`src/rtl/pidmux_pkg.sv`:
```
// Constants for the peripheral identifier and pin multiplexer glue.
// Assumes a 32-pin, three-port chip with a plain register port.
package pidmux_pkg;

    // Peripheral address region and window size
    localparam logic [31:0] PERIPH_BASE = 32'hFFFA_0000;
    localparam logic [31:0] PERIPH_LAST = 32'hFFFC_FFFF;
    localparam int WIN_SHIFT = 14;
    localparam int WIN_W = 4;

    // Identifiers
    localparam int ID_FAST_IRQ = 0;
    localparam int ID_SYS_IRQ = 1;
    localparam int ID_EXT_IRQ_0 = 29;
    localparam int NUM_SYS_SRC = 7;
    localparam int NUM_EXT_IRQ = 3;

    // Ids with no clock gate: 0, 1, 20, 29, 30, 31
    localparam logic [31:0] NO_GATE_MASK = 32'hE010_0003;
    // Ids 2..28 less reserved 15 and 16
    localparam logic [31:0] PERIPH_IRQ_MASK = 32'h1FFE_7FFC;

    // Per-port register offsets, port p at p * 0x40
    localparam logic [5:0] OFS_GPIO_EN = 6'h00;
    localparam logic [5:0] OFS_PERIPH_EN = 6'h04;
    localparam logic [5:0] OFS_PSR = 6'h08;
    localparam logic [5:0] OFS_AB_SEL = 6'h0C;
    localparam logic [5:0] OFS_OUT_DATA = 6'h10;
    localparam logic [5:0] OFS_OUT_EN = 6'h14;
    localparam logic [5:0] OFS_PULL_UP = 6'h18;
    localparam logic [5:0] OFS_PIN_LVL = 6'h1C;

    // Clock gate and interrupt source registers
    localparam logic [7:0] OFS_CLK_SET = 8'hC0;
    localparam logic [7:0] OFS_CLK_CLR = 8'hC4;
    localparam logic [7:0] OFS_CLK_STAT = 8'hC8;
    localparam logic [7:0] OFS_IRQ_STAT = 8'hCC;

    // Index 2 is port C, 0 is port A
    localparam logic [2:0][31:0] PSR_RESET = {32'h0000_0430, 32'h0000_0000, 32'h0000_0000};
    localparam logic [2:0][31:0] A_PRESENT = {32'hFFFF_FFF0, 32'hFFFF_FFFF, 32'hFFFF_FFFF};
    localparam logic [2:0][31:0] B_PRESENT = {32'h007F_FFFF, 32'h7FFF_3CCF, 32'hFFC0_0C3B};
    localparam logic [31:0] PULL_UP_RESET = 32'hFFFF_FFFF;

endpackage : pidmux_pkg

```
`src/rtl/pidmux_top.sv`:
```
// Peripheral identifier map, interrupt source wiring, clock gates and
// the three-port pin multiplexer. Assumes pads, peripherals and a
// register master on clock_in; pad inputs are asynchronous.
// Function
// - Peripheral registers sit in 0xFFFA0000..0xFFFCFFFF, one 16 KB window each.
// - One identifier indexes both interrupt source and clock gate bit.
// - Ids: 0 fast, 1 system, 2-4 ports, 15-16 reserved, 29-31 external.
// - Clock gate writes for ids 0, 1, 20, 29-31 are ignored.
// - Source 1 is the OR of seven system interrupt lines.
// - System contributor clocks always run; id 1 has no clock gate.
// - Fast and three external inputs have own ids, no clock control.
// - Three port controllers, each up to 32 shared pins.
// - Each pin is general I/O or peripheral function A or B.
// - General I/O pins reset as pulled-up inputs, status bit zero.
// - Function pins reset assigned, pulled up, status bit one.
// - Port C pins 4, 5, 10 reset as upper address outputs.
// - An output signal on two selected pins drives both alike.
`timescale 1ns/1ps

module pidmux_top #(
    parameter int NUM_PORTS = 3,
    parameter int PINS = 32
) (
    // Clock and reset
    input wire logic clock_in,
    input wire logic reset_n_in,
    // Register port
    input wire logic [7:0] reg_addr_in,
    input wire logic [31:0] reg_wdata_in,
    input wire logic reg_wr_in,
    input wire logic reg_rd_in,
    output logic [31:0] reg_rdata_out,
    // Peripheral window decode
    input wire logic [31:0] bus_addr_in,
    output logic win_hit_out,
    output logic [pidmux_pkg::WIN_W-1:0] win_index_out,
    // Interrupt sources
    input wire logic fast_irq_in,
    input wire logic [pidmux_pkg::NUM_EXT_IRQ-1:0] ext_irq_in,
    input wire logic [pidmux_pkg::NUM_SYS_SRC-1:0] sys_irq_in,
    input wire logic [31:0] periph_irq_in,
    output logic [31:0] irq_src_out,
    // Clock gates
    output logic [31:0] periph_clk_en_out,
    output logic sys_clk_en_out,
    // Peripheral side of the pin multiplexer
    input wire logic [PINS-1:0] per_a_data_in [NUM_PORTS],
    input wire logic [PINS-1:0] per_a_oe_in [NUM_PORTS],
    input wire logic [PINS-1:0] per_b_data_in [NUM_PORTS],
    input wire logic [PINS-1:0] per_b_oe_in [NUM_PORTS],
    output logic [PINS-1:0] pin_level_out [NUM_PORTS],
    // Pads
    input wire logic [PINS-1:0] pad_in [NUM_PORTS],
    output logic [PINS-1:0] pad_out [NUM_PORTS],
    output logic [PINS-1:0] pad_oe_out [NUM_PORTS],
    output logic [PINS-1:0] pad_pull_up_out [NUM_PORTS]
);

    generate
        if (NUM_PORTS != 3 || PINS != 32)
        begin : g_bad_size
            $error("pidmux_top serves three ports of 32 pins only");
        end
    endgenerate

    logic [PINS-1:0] psr_q [NUM_PORTS];
    logic [PINS-1:0] absel_q [NUM_PORTS];
    logic [PINS-1:0] odata_q [NUM_PORTS];
    logic [PINS-1:0] oen_q [NUM_PORTS];
    logic [PINS-1:0] pullup_q [NUM_PORTS];
    logic [PINS-1:0] s1_q [NUM_PORTS];
    logic [PINS-1:0] s2_q [NUM_PORTS];
    logic [PINS-1:0] s3_q [NUM_PORTS];
    logic [31:0] clk_en_q;
    logic [3:0] irq_s1_q;
    logic [3:0] irq_s2_q;
    logic [3:0] irq_s3_q;
    logic [3:0] irq_lvl_q;
    logic [31:0] rdata_d;
    logic [31:0] irq_src_d;
    logic [1:0] port_sel;
    logic [5:0] port_ofs;
    logic [31:0] clk_wmask;

    assign port_sel = reg_addr_in[7:6];
    assign port_ofs = reg_addr_in[5:0];
    // Writes to fixed ids never reach the gate bits
    assign clk_wmask = reg_wdata_in & ~pidmux_pkg::NO_GATE_MASK;

    // Window decode, registered
    always_ff @(posedge clock_in or negedge reset_n_in)
    begin
        if (!reset_n_in)
        begin
            win_hit_out <= 1'b0;
            win_index_out <= '0;
        end
        else if (bus_addr_in >= pidmux_pkg::PERIPH_BASE &&
                 bus_addr_in <= pidmux_pkg::PERIPH_LAST)
        begin
            win_hit_out <= 1'b1;
            win_index_out <= pidmux_pkg::WIN_W'((bus_addr_in - pidmux_pkg::PERIPH_BASE)
                                                >> pidmux_pkg::WIN_SHIFT);
        end
        else
        begin
            win_hit_out <= 1'b0;
            win_index_out <= '0;
        end
    end

    // Clock gate bits, bit index equals identifier
    always_ff @(posedge clock_in or negedge reset_n_in)
    begin
        if (!reset_n_in)
        begin
            clk_en_q <= '0;
        end
        else if (reg_wr_in && reg_addr_in == pidmux_pkg::OFS_CLK_SET)
        begin
            clk_en_q <= clk_en_q | clk_wmask;
        end
        else if (reg_wr_in && reg_addr_in == pidmux_pkg::OFS_CLK_CLR)
        begin
            clk_en_q <= clk_en_q & ~clk_wmask;
        end
    end

    assign periph_clk_en_out = clk_en_q;

    // System contributors are never gated
    always_ff @(posedge clock_in or negedge reset_n_in)
    begin
        if (!reset_n_in)
        begin
            sys_clk_en_out <= 1'b1;
        end
        else
        begin
            sys_clk_en_out <= 1'b1;
        end
    end

    // Fast and external interrupt pins: three stages, rises on two high samples, falls on one low
    always_ff @(posedge clock_in or negedge reset_n_in)
    begin
        if (!reset_n_in)
        begin
            irq_s1_q <= '0;
            irq_s2_q <= '0;
            irq_s3_q <= '0;
            irq_lvl_q <= '0;
        end
        else
        begin
            irq_s1_q <= {ext_irq_in, fast_irq_in};
            irq_s2_q <= irq_s1_q;
            irq_s3_q <= irq_s2_q;
            irq_lvl_q <= (irq_s2_q & irq_s3_q) | (irq_lvl_q & ~(irq_s2_q ^ irq_s3_q));
        end
    end

    always_comb
    begin
        irq_src_d = periph_irq_in & pidmux_pkg::PERIPH_IRQ_MASK;
        irq_src_d[pidmux_pkg::ID_FAST_IRQ] = irq_lvl_q[0];
        irq_src_d[pidmux_pkg::ID_SYS_IRQ] = |sys_irq_in;
        irq_src_d[pidmux_pkg::ID_EXT_IRQ_0 +: pidmux_pkg::NUM_EXT_IRQ] = irq_lvl_q[3:1];
    end

    always_ff @(posedge clock_in or negedge reset_n_in)
    begin
        if (!reset_n_in)
        begin
            irq_src_out <= '0;
        end
        else
        begin
            irq_src_out <= irq_src_d;
        end
    end

    // Per-port registers, synchronisers and pad drive
    genvar p;
    generate
        for (p = 0; p < NUM_PORTS; p++)
        begin : g_port
            logic wr_here;
            logic [PINS-1:0] a_en;
            logic [PINS-1:0] b_en;

            assign wr_here = reg_wr_in && port_sel == 2'(p);

            always_ff @(posedge clock_in or negedge reset_n_in)
            begin
                if (!reset_n_in)
                begin
                    psr_q[p] <= pidmux_pkg::PSR_RESET[p];
                end
                else if (wr_here && port_ofs == pidmux_pkg::OFS_GPIO_EN)
                begin
                    psr_q[p] <= psr_q[p] & ~reg_wdata_in;
                end
                else if (wr_here && port_ofs == pidmux_pkg::OFS_PERIPH_EN)
                begin
                    psr_q[p] <= psr_q[p] | reg_wdata_in;
                end
            end

            always_ff @(posedge clock_in or negedge reset_n_in)
            begin
                if (!reset_n_in)
                begin
                    absel_q[p] <= '0;
                    odata_q[p] <= '0;
                    oen_q[p] <= '0;
                    pullup_q[p] <= pidmux_pkg::PULL_UP_RESET;
                end
                else if (wr_here && port_ofs == pidmux_pkg::OFS_AB_SEL)
                begin
                    absel_q[p] <= reg_wdata_in;
                end
                else if (wr_here && port_ofs == pidmux_pkg::OFS_OUT_DATA)
                begin
                    odata_q[p] <= reg_wdata_in;
                end
                else if (wr_here && port_ofs == pidmux_pkg::OFS_OUT_EN)
                begin
                    oen_q[p] <= reg_wdata_in;
                end
                else if (wr_here && port_ofs == pidmux_pkg::OFS_PULL_UP)
                begin
                    pullup_q[p] <= reg_wdata_in;
                end
            end

            // Pads are asynchronous; filter one-sample high glitches before peripherals see them
            always_ff @(posedge clock_in or negedge reset_n_in)
            begin
                if (!reset_n_in)
                begin
                    s1_q[p] <= '0;
                    s2_q[p] <= '0;
                    s3_q[p] <= '0;
                    pin_level_out[p] <= '0;
                end
                else
                begin
                    s1_q[p] <= pad_in[p];
                    s2_q[p] <= s1_q[p];
                    s3_q[p] <= s2_q[p];
                    pin_level_out[p] <= (s2_q[p] & s3_q[p]) |
                                        (pin_level_out[p] & ~(s2_q[p] ^ s3_q[p]));
                end
            end

            // Empty slots never drive; shared outputs drive every selected pin
            assign a_en = ~absel_q[p] & pidmux_pkg::A_PRESENT[p] & per_a_oe_in[p];
            assign b_en = absel_q[p] & pidmux_pkg::B_PRESENT[p] & per_b_oe_in[p];

            always_ff @(posedge clock_in or negedge reset_n_in)
            begin
                if (!reset_n_in)
                begin
                    pad_out[p] <= '0;
                    pad_oe_out[p] <= '0;
                    pad_pull_up_out[p] <= pidmux_pkg::PULL_UP_RESET;
                end
                else
                begin
                    pad_oe_out[p] <= (psr_q[p] & (a_en | b_en)) |
                                     (~psr_q[p] & oen_q[p]);
                    pad_out[p] <= (psr_q[p] & ((a_en & per_a_data_in[p]) |
                                               (b_en & per_b_data_in[p]))) |
                                  (~psr_q[p] & odata_q[p]);
                    pad_pull_up_out[p] <= pullup_q[p];
                end
            end
        end
    endgenerate

    // Register read mux
    always_comb
    begin
        rdata_d = '0;
        if (reg_addr_in == pidmux_pkg::OFS_CLK_STAT)
        begin
            rdata_d = clk_en_q;
        end
        else if (reg_addr_in == pidmux_pkg::OFS_IRQ_STAT)
        begin
            rdata_d = irq_src_out;
        end
        else if (32'(port_sel) < NUM_PORTS && port_ofs == pidmux_pkg::OFS_PSR)
        begin
            rdata_d = psr_q[port_sel];
        end
        else if (32'(port_sel) < NUM_PORTS && port_ofs == pidmux_pkg::OFS_AB_SEL)
        begin
            rdata_d = absel_q[port_sel];
        end
        else if (32'(port_sel) < NUM_PORTS && port_ofs == pidmux_pkg::OFS_OUT_DATA)
        begin
            rdata_d = odata_q[port_sel];
        end
        else if (32'(port_sel) < NUM_PORTS && port_ofs == pidmux_pkg::OFS_OUT_EN)
        begin
            rdata_d = oen_q[port_sel];
        end
        else if (32'(port_sel) < NUM_PORTS && port_ofs == pidmux_pkg::OFS_PULL_UP)
        begin
            rdata_d = pullup_q[port_sel];
        end
        else if (32'(port_sel) < NUM_PORTS && port_ofs == pidmux_pkg::OFS_PIN_LVL)
        begin
            rdata_d = pin_level_out[port_sel];
        end
    end

    // Data held only in the cycle after the strobe
    always_ff @(posedge clock_in or negedge reset_n_in)
    begin
        if (!reset_n_in)
        begin
            reg_rdata_out <= '0;
        end
        else if (reg_rd_in)
        begin
            reg_rdata_out <= rdata_d;
        end
        else
        begin
            reg_rdata_out <= '0;
        end
    end
endmodule : pidmux_top

```
`config.mk`:
```
export PLATFORM = sky130hd
export DESIGN_NAME = pidmux_top
export DESIGN_NICKNAME = d
export VERILOG_FILES = /design/src/rtl/pidmux_pkg.sv /design/src/rtl/pidmux_top.sv
export SDC_FILE = /design/constraint.sdc
export NUM_CORES = 2
export LEC_CHECK = 0
export BUFFER_PORTS_ARGS = -buffer_cell sky130_fd_sc_hd__clkbuf_2
export CORE_AREA = 2 2 426 428
export DETAILED_ROUTE_END_ITERATION = 8
export DIE_AREA = 0 0 428 430
export GPL_TIMING_DRIVEN = 0
export SLEW_MARGIN = 20
export SYNTH_ARGS = -nofsm -noshare
export SYNTH_HDL_FRONTEND = slang
export SYNTH_SLANG_ARGS = --single-unit
export TNS_END_PERCENT = 5
```
`constraint.sdc`:
```
create_clock -name clock_in -period 4.25 [get_ports clock_in]
set_input_delay 0.2125 -clock clock_in [delete_from_list [all_inputs] [get_ports clock_in]]
set_output_delay 0.2125 -clock clock_in [all_outputs]
set_load 0.03 [all_outputs]
```
After elaboration in Yosys (flattened, before gate mapping)
Index checks and enable logic that the tools add are counted.
{"block": "op_classes", "n_lt_le_gt_ge": 4, "n_reduce_logical": 46, "n_addsub": 1, "eq_ne": 13, "bitwise_logic": 82, "muxes": 37}
{"operator": "$and 32x32->32", "n": 32}
{"operator": "$mux 32", "n": 29}
{"operator": "$or 32x32->32", "n": 18}
{"operator": "$bmux 32 s2", "n": 6}
{"operator": "$not 32->32", "n": 10}
{"operator": "$xor 32x32->32", "n": 3}
{"operator": "$and 23x32->32", "n": 1}
{"operator": "$and 31x32->32", "n": 1}
{"operator": "$eq 8x8->1 const B", "n": 4}
{"operator": "$ge 32x32->1 const B", "n": 1}
{"operator": "$le 32x32->1 const B", "n": 1}
{"operator": "$not 29->32", "n": 1}
{"operator": "$or 32x29->32", "n": 1}
{"operator": "$logic_and 1x1->1", "n": 30}
{"operator": "$eq 6x5->1 const B", "n": 4}
{"operator": "$sub 18x18->18 const B", "n": 1}
{"operator": "$eq 6x4->1 const B", "n": 2}
{"operator": "$reduce_and 4->1", "n": 3}
{"operator": "$not 1->1", "n": 9}
{"operator": "$reduce_and 3->1", "n": 3}
{"operator": "$and 4x4->4", "n": 2}
{"operator": "$reduce_bool 2->1", "n": 4}
{"operator": "$reduce_or 7->1", "n": 1}
{"operator": "$eq 6x3->1 const B", "n": 1}
{"operator": "other kinds (13)", "n": 15}
{"block": "word_totals", "ff_bits": 1267, "input_bits": 599, "output_inout_bits": 486}

Depth between registers and ports, before layout
{"block": "logic_depth", "ltp_word": 13, "mapped_depth": 10, "mapped_depth_nobuf": 5}

Worst setup path before layout
OpenSTA, ideal clock, no wires.
{"block": "synth_timing", "kind": "in2reg", "start": "in reg_addr_in[6]", "end": "reg reg_rdata_out[10]", "arrival_ns": 1.682, "setup_ns": 0.134, "n_path_buf": 4, "required_time_ns": 4.116, "setup_slack_ns": 2.434, "path_stages": 9, "path_cell_list": "buf_2 > buf_4 > buf_4 > buf_4 > mux2_2 > a22oi_1 > o22ai_1 > o221ai_1 > o211ai_1"}
{"block": "synth_between", "elab_chain_len": 13}
{"element": "start: declaration", "line_no": "pidmux_top.sv:28", "text": "input wire logic [7:0] reg_addr_in,"}
{"element": "$not 2->3 (not written as such)"}
{"element": "$bmux 32 s2", "line_no": "pidmux_top.sv:316", "text": "rdata_d = pin_level_out[port_sel];"}
{"element": "$mux 32 (not written as such) (2 in a row)", "line_no": "pidmux_top.sv:316"}
{"element": "$mux 32", "line_no": "pidmux_top.sv:314", "text": "else if (32'(port_sel) < NUM_PORTS && port_ofs == pidmux_pkg::OFS_PIN_LVL)"}
{"element": "$mux 32", "line_no": "pidmux_top.sv:310", "text": "else if (32'(port_sel) < NUM_PORTS && port_ofs == pidmux_pkg::OFS_PULL_UP)"}
{"element": "$mux 32", "line_no": "pidmux_top.sv:306", "text": "else if (32'(port_sel) < NUM_PORTS && port_ofs == pidmux_pkg::OFS_OUT_EN)"}
{"element": "$mux 32", "line_no": "pidmux_top.sv:302", "text": "else if (32'(port_sel) < NUM_PORTS && port_ofs == pidmux_pkg::OFS_OUT_DATA)"}
{"element": "$mux 32", "line_no": "pidmux_top.sv:298", "text": "else if (32'(port_sel) < NUM_PORTS && port_ofs == pidmux_pkg::OFS_AB_SEL)"}
{"element": "$mux 32", "line_no": "pidmux_top.sv:294", "text": "else if (32'(port_sel) < NUM_PORTS && port_ofs == pidmux_pkg::OFS_PSR)"}
{"element": "$mux 32", "line_no": "pidmux_top.sv:290", "text": "else if (reg_addr_in == pidmux_pkg::OFS_IRQ_STAT)"}
{"element": "$mux 32 (*)", "line_no": "pidmux_top.sv:286", "text": "if (reg_addr_in == pidmux_pkg::OFS_CLK_STAT)"}
{"element": "$mux 32 (*)", "line_no": "pidmux_top.sv:327", "text": "else if (reg_rd_in)"}
{"element": "end signal: assignment", "line_no": "pidmux_top.sv:329", "text": "reg_rdata_out <= rdata_d;"}
{"element": "end: declaration", "line_no": "pidmux_top.sv:32", "text": "output logic [31:0] reg_rdata_out,"}
Every way passes the cells marked *; elsewhere a longest branch is shown, timed or not. The select of a mux whose other input is x is not followed.
A chain may end at the register's enable or synchronous reset.

==> flow_summary.json <==
{
  "status": "finished, final reports clean",
  "clock_sinks": 1261,
  "route.vias.total": 42663,
  "critPathSlowestCell": "dlygate4sd3_1",
  "drv_cap": 0,
  "crit_top_cell": "buf_16",
  "cp-start-kind": "input pin",
  "cts_resized": 0,
  "drcViolationCount": 0,
  "syn_area_sq_mm": 0.05081,
  "ys_ff_latch": 1261,
  "first_iter_violations": 3819,
  "insertion_delay_ns": 0.81,
  "ctsHtreeMaxLevel": 4,
  "worst_setup_path_end_kind": "async pin",
  "die_width_um": 428,
  "setup_viol": 0,
  "grt_first_pass_wirelength_um": 362800,
  "fill_cells": 17106,
  "die_area_sq_mm": 0.1840,
  "path_cells": "dlygate4sd3_1 -> dlygate4sd3_1 -> clkbuf_8 -> buf_16 -> buf_16 -> buf_16 -> buf_16 -> buf_16 -> buf_16 -> buf_16 -> buf_16",
  "dp_hpwl_um": 200600,
  "grt_busiest_layer": "met2",
  "drive_gt1_share_pct": 37.46,
  "holdCritStartpoint": "pad_in[15]",
  "numCtsBuffers": 145,
  "whs_endpoint": "s1_q[15]",
  "gp_congestion": 0.9417,
  "synthDominantCellAreaShare_pct": 52.50,
  "critPathKind": "input pin to async pin",
  "io_pins": 1085,
  "hold_depth": 2,
  "arrival_ns": 4.65,
  "timing_hold_violations_final": 0,
  "min_path_type": "input pin to register",
  "ys_async_sr_fraction_pct": 100.0,
  "ys.flop_type": "dfrtp_1",
  "use_met2_pct": 46.15,
  "required_ns": 5.15,
  "rsz0062_at_grt": "false",
  "clock_skew_ns": 0.02838,
  "first_global_vias": 43102,
  "root_buffer": "clkbuf_16",
  "p_leak_nw": 34.00,
  "cp_max_fo": 87,
  "drv_slew": 0,
  "synth_largest_area_cell": "dfrtp_1",
  "r2r-end": "reg_rdata_out[5]",
  "reg2reg_depth": 5,
  "wire_per_inst_um": 33.54,
  "grt_usage_pct": 29.07,
  "io_buffers": 981,
  "coreArea_sq_mm": 0.1798,
  "r2r-start": "pin_level_out[69]",
  "use_met1_pct": 33.71,
  "period_minus_slack_ns": 3.746,
  "fmax_ghz": 0.2669,
  "drt.antenna.violating_nets": 0,
  "seq_area_sq_mm": 0.03180,
  "relSlewSlack_pct": 12.31,
  "yosysSeqAreaShare_pct": 62.59,
  "synth.area.top_cells": "dfrtp_1, mux2_2, dfstp_2",
  "ctsLongestPathBuffers": 3,
  "start_util_pct": 28.26,
  "multi_input_area_sq_mm": 0.01752,
  "synth-edff-count": 0,
  "post_drt_via_cell_ratio": 5.219,
  "synth_cells": 3909,
  "synth_area_per_cell_sq_um": 13.00,
  "grtUsageMet3_pct": 8.875,
  "fin_crit_sh_pct": 88.15,
  "power_mw": 30.91,
  "worst_pin_slew_ns": 1.315,
  "antenna_found_initial": 54,
  "r2r_setup_slack_ns": 1.54,
  "ys_warn_count": 0,
  "post_cts_buffers": 0,
  "grt_max_degree": 94,
  "ys_types": 67,
  "cts_tree": "yes",
  "cp_slowest_stage_delay_ns": 0.56,
  "ir_worst_vdd_v": 0.0003246,
  "clkTransAtPathRegs_ns": 0.06,
  "syn_to_final_growth_pct": 38.57,
  "fin_nets": 6350,
  "grt.overflow.total": 0,
  "wirelength_um": 274200,
  "finalSetupTns_ns": 0,
  "rows": 156,
  "die_y_um": 430,
  "powerDensity_mw_per_mm2": 439.1,
  "dr.pass1.iters": 5
}
[cell type report]
| cell class | instances | area share, % |
|---|---|---|
| timing repair buffer | 1588 | 16.12 |
| clock inverter | 58 | 1.102 |
| inverter | 144 | 0.7677 |
| buffer | 222 | 1.505 |
| sequential | 1261 | 45.17 |
| clock buffer | 210 | 6.135 |
| tap | 2370 | 4.212 |
| multi-input combinational | 2289 | 24.88 |
| antenna | 33 | 0.1173 |
[cell usage after synthesis, types with 22 or more instances]
cell type / number
nor2_1: 151
a21oi_1: 263
mux2i_1: 144
o2bb2ai_1: 35
inv_1: 141
ha_1: 100
buf_1: 22
a22oi_1: 36
nor2b_1: 110
dfrtp_1: 1066
nand2_1: 250
a21o_1: 105
mux2_2: 553
clkbuf_1: 117
a221oi_1: 27
nand3_1: 56
buf_2: 63
a211oi_1: 28
a32oi_1: 62
o21ai_0: 177
dfstp_2: 195
[critical path, delay by kind of cell]
| family | cells | cell delay [ns] |
|---|---|---|
| buf+inv | 11 | 4.05 |
[sequential cells by signal, summed over array words and instances, names as in the netlist, 30 cells and up, named ones only]
name / count
s1_q: 96
pin_level_out: 96
odata_q: 96
pad_out: 96
s2_q: 96
absel_q: 96
reg_rdata_out: 32
irq_src_out: 30
pad_pull_up_out: 96
oen_q: 96
pad_oe_out: 96
s3_q: 96
pullup_q: 96
[how the worst max path moves through the flow]
stage	slack, ns	start	end	cells after the start
2_1_floorplan	2.43	reg_addr_in[6]	reg_rdata_out[10]	9
3_3_place_gp	-28.36	reset_n_in	s1_q[62]	1
3_5_place_dp	0.18	reset_n_in	pullup_q[14]	9
4_1_cts	0.28	reset_n_in	pullup_q[77]	11
5_1_grt	0.07	reset_n_in	pad_pull_up_out[80]	11
6_report	0.50	reset_n_in	pad_pull_up_out[14]	11
[cells in the final DEF (no fill, tap or decap), drive strengths merged, types with 33 or more instances in the layout]
cell	synthesis	layout
clkbuf	117	1310
dfrtp	1066	1066
dlygate4sd3	0	579
mux2	562	562
a21oi	263	263
nand2	250	250
dfstp	195	195
o21ai	177	177
nor2	152	152
inv	142	150
mux2i	144	144
buf	105	131
nor2b	110	110
a21o	105	105
ha	100	100
a32oi	62	62
nand3	56	56
a22oi	36	36
o2bb2ai	35	35
diode	0	33
[per-layer routing]
layer | up-vias | share of wire (%)
li1 | 17442 | -
met1 | 21930 | 37
met2 | 2450 | 46
met3 | 801 | 8.7
met4 | 40 | 8.0
met5 | - | 0.14
[logic make-up after synthesis]
family	after synthesis	share of synthesized area, %
mux	710	15.47
flops	1261	62.59
fa+ha+maj	100	2.463
other cells	2	0.01478
compound gates	820	10.42
buf+inv	366	3.007
simple gates	650	6.043
[metrics by stage]
stage | utilization [%] | area, sq um | cells | worst slack, ns | hold WS (ns)
after floorplan | - | 50840 | 3916 | 2.434 | -0.08309
after global placement | 32.66 | 58710 | 7267 | -28.36 | 0.3201
after detailed placement | 33.02 | 59360 | 7292 | 0.1839 | 0.2015
after CTS | 39.10 | 70280 | 8140 | 0.2773 | 0.001155
after global routing | 39.14 | 70370 | 8159 | 0.06604 | 0.01777
final | 39.16 | 70410 | 8175 | 0.5035 | 0.04748
[power by group]
part / switching, mW / internal (mW) / total [mW] / leakage (nW)
registers: 0.645 / 12.8 / 13.4 / 15.8
logic: 2.68 / 1.40 / 4.08 / 15.7
clock network: 5.45 / 7.96 / 13.4 / 2.50
[repair_timing]
| action | 4_1_cts | 5_1_grt |
|---|---|---|
| endpoints found under the setup margin | 0 | 84 |
| endpoints found under the hold margin | 604 | 0 |
| hold buffers | 580 | 0 |
Power figures use the tool's default switching activity.
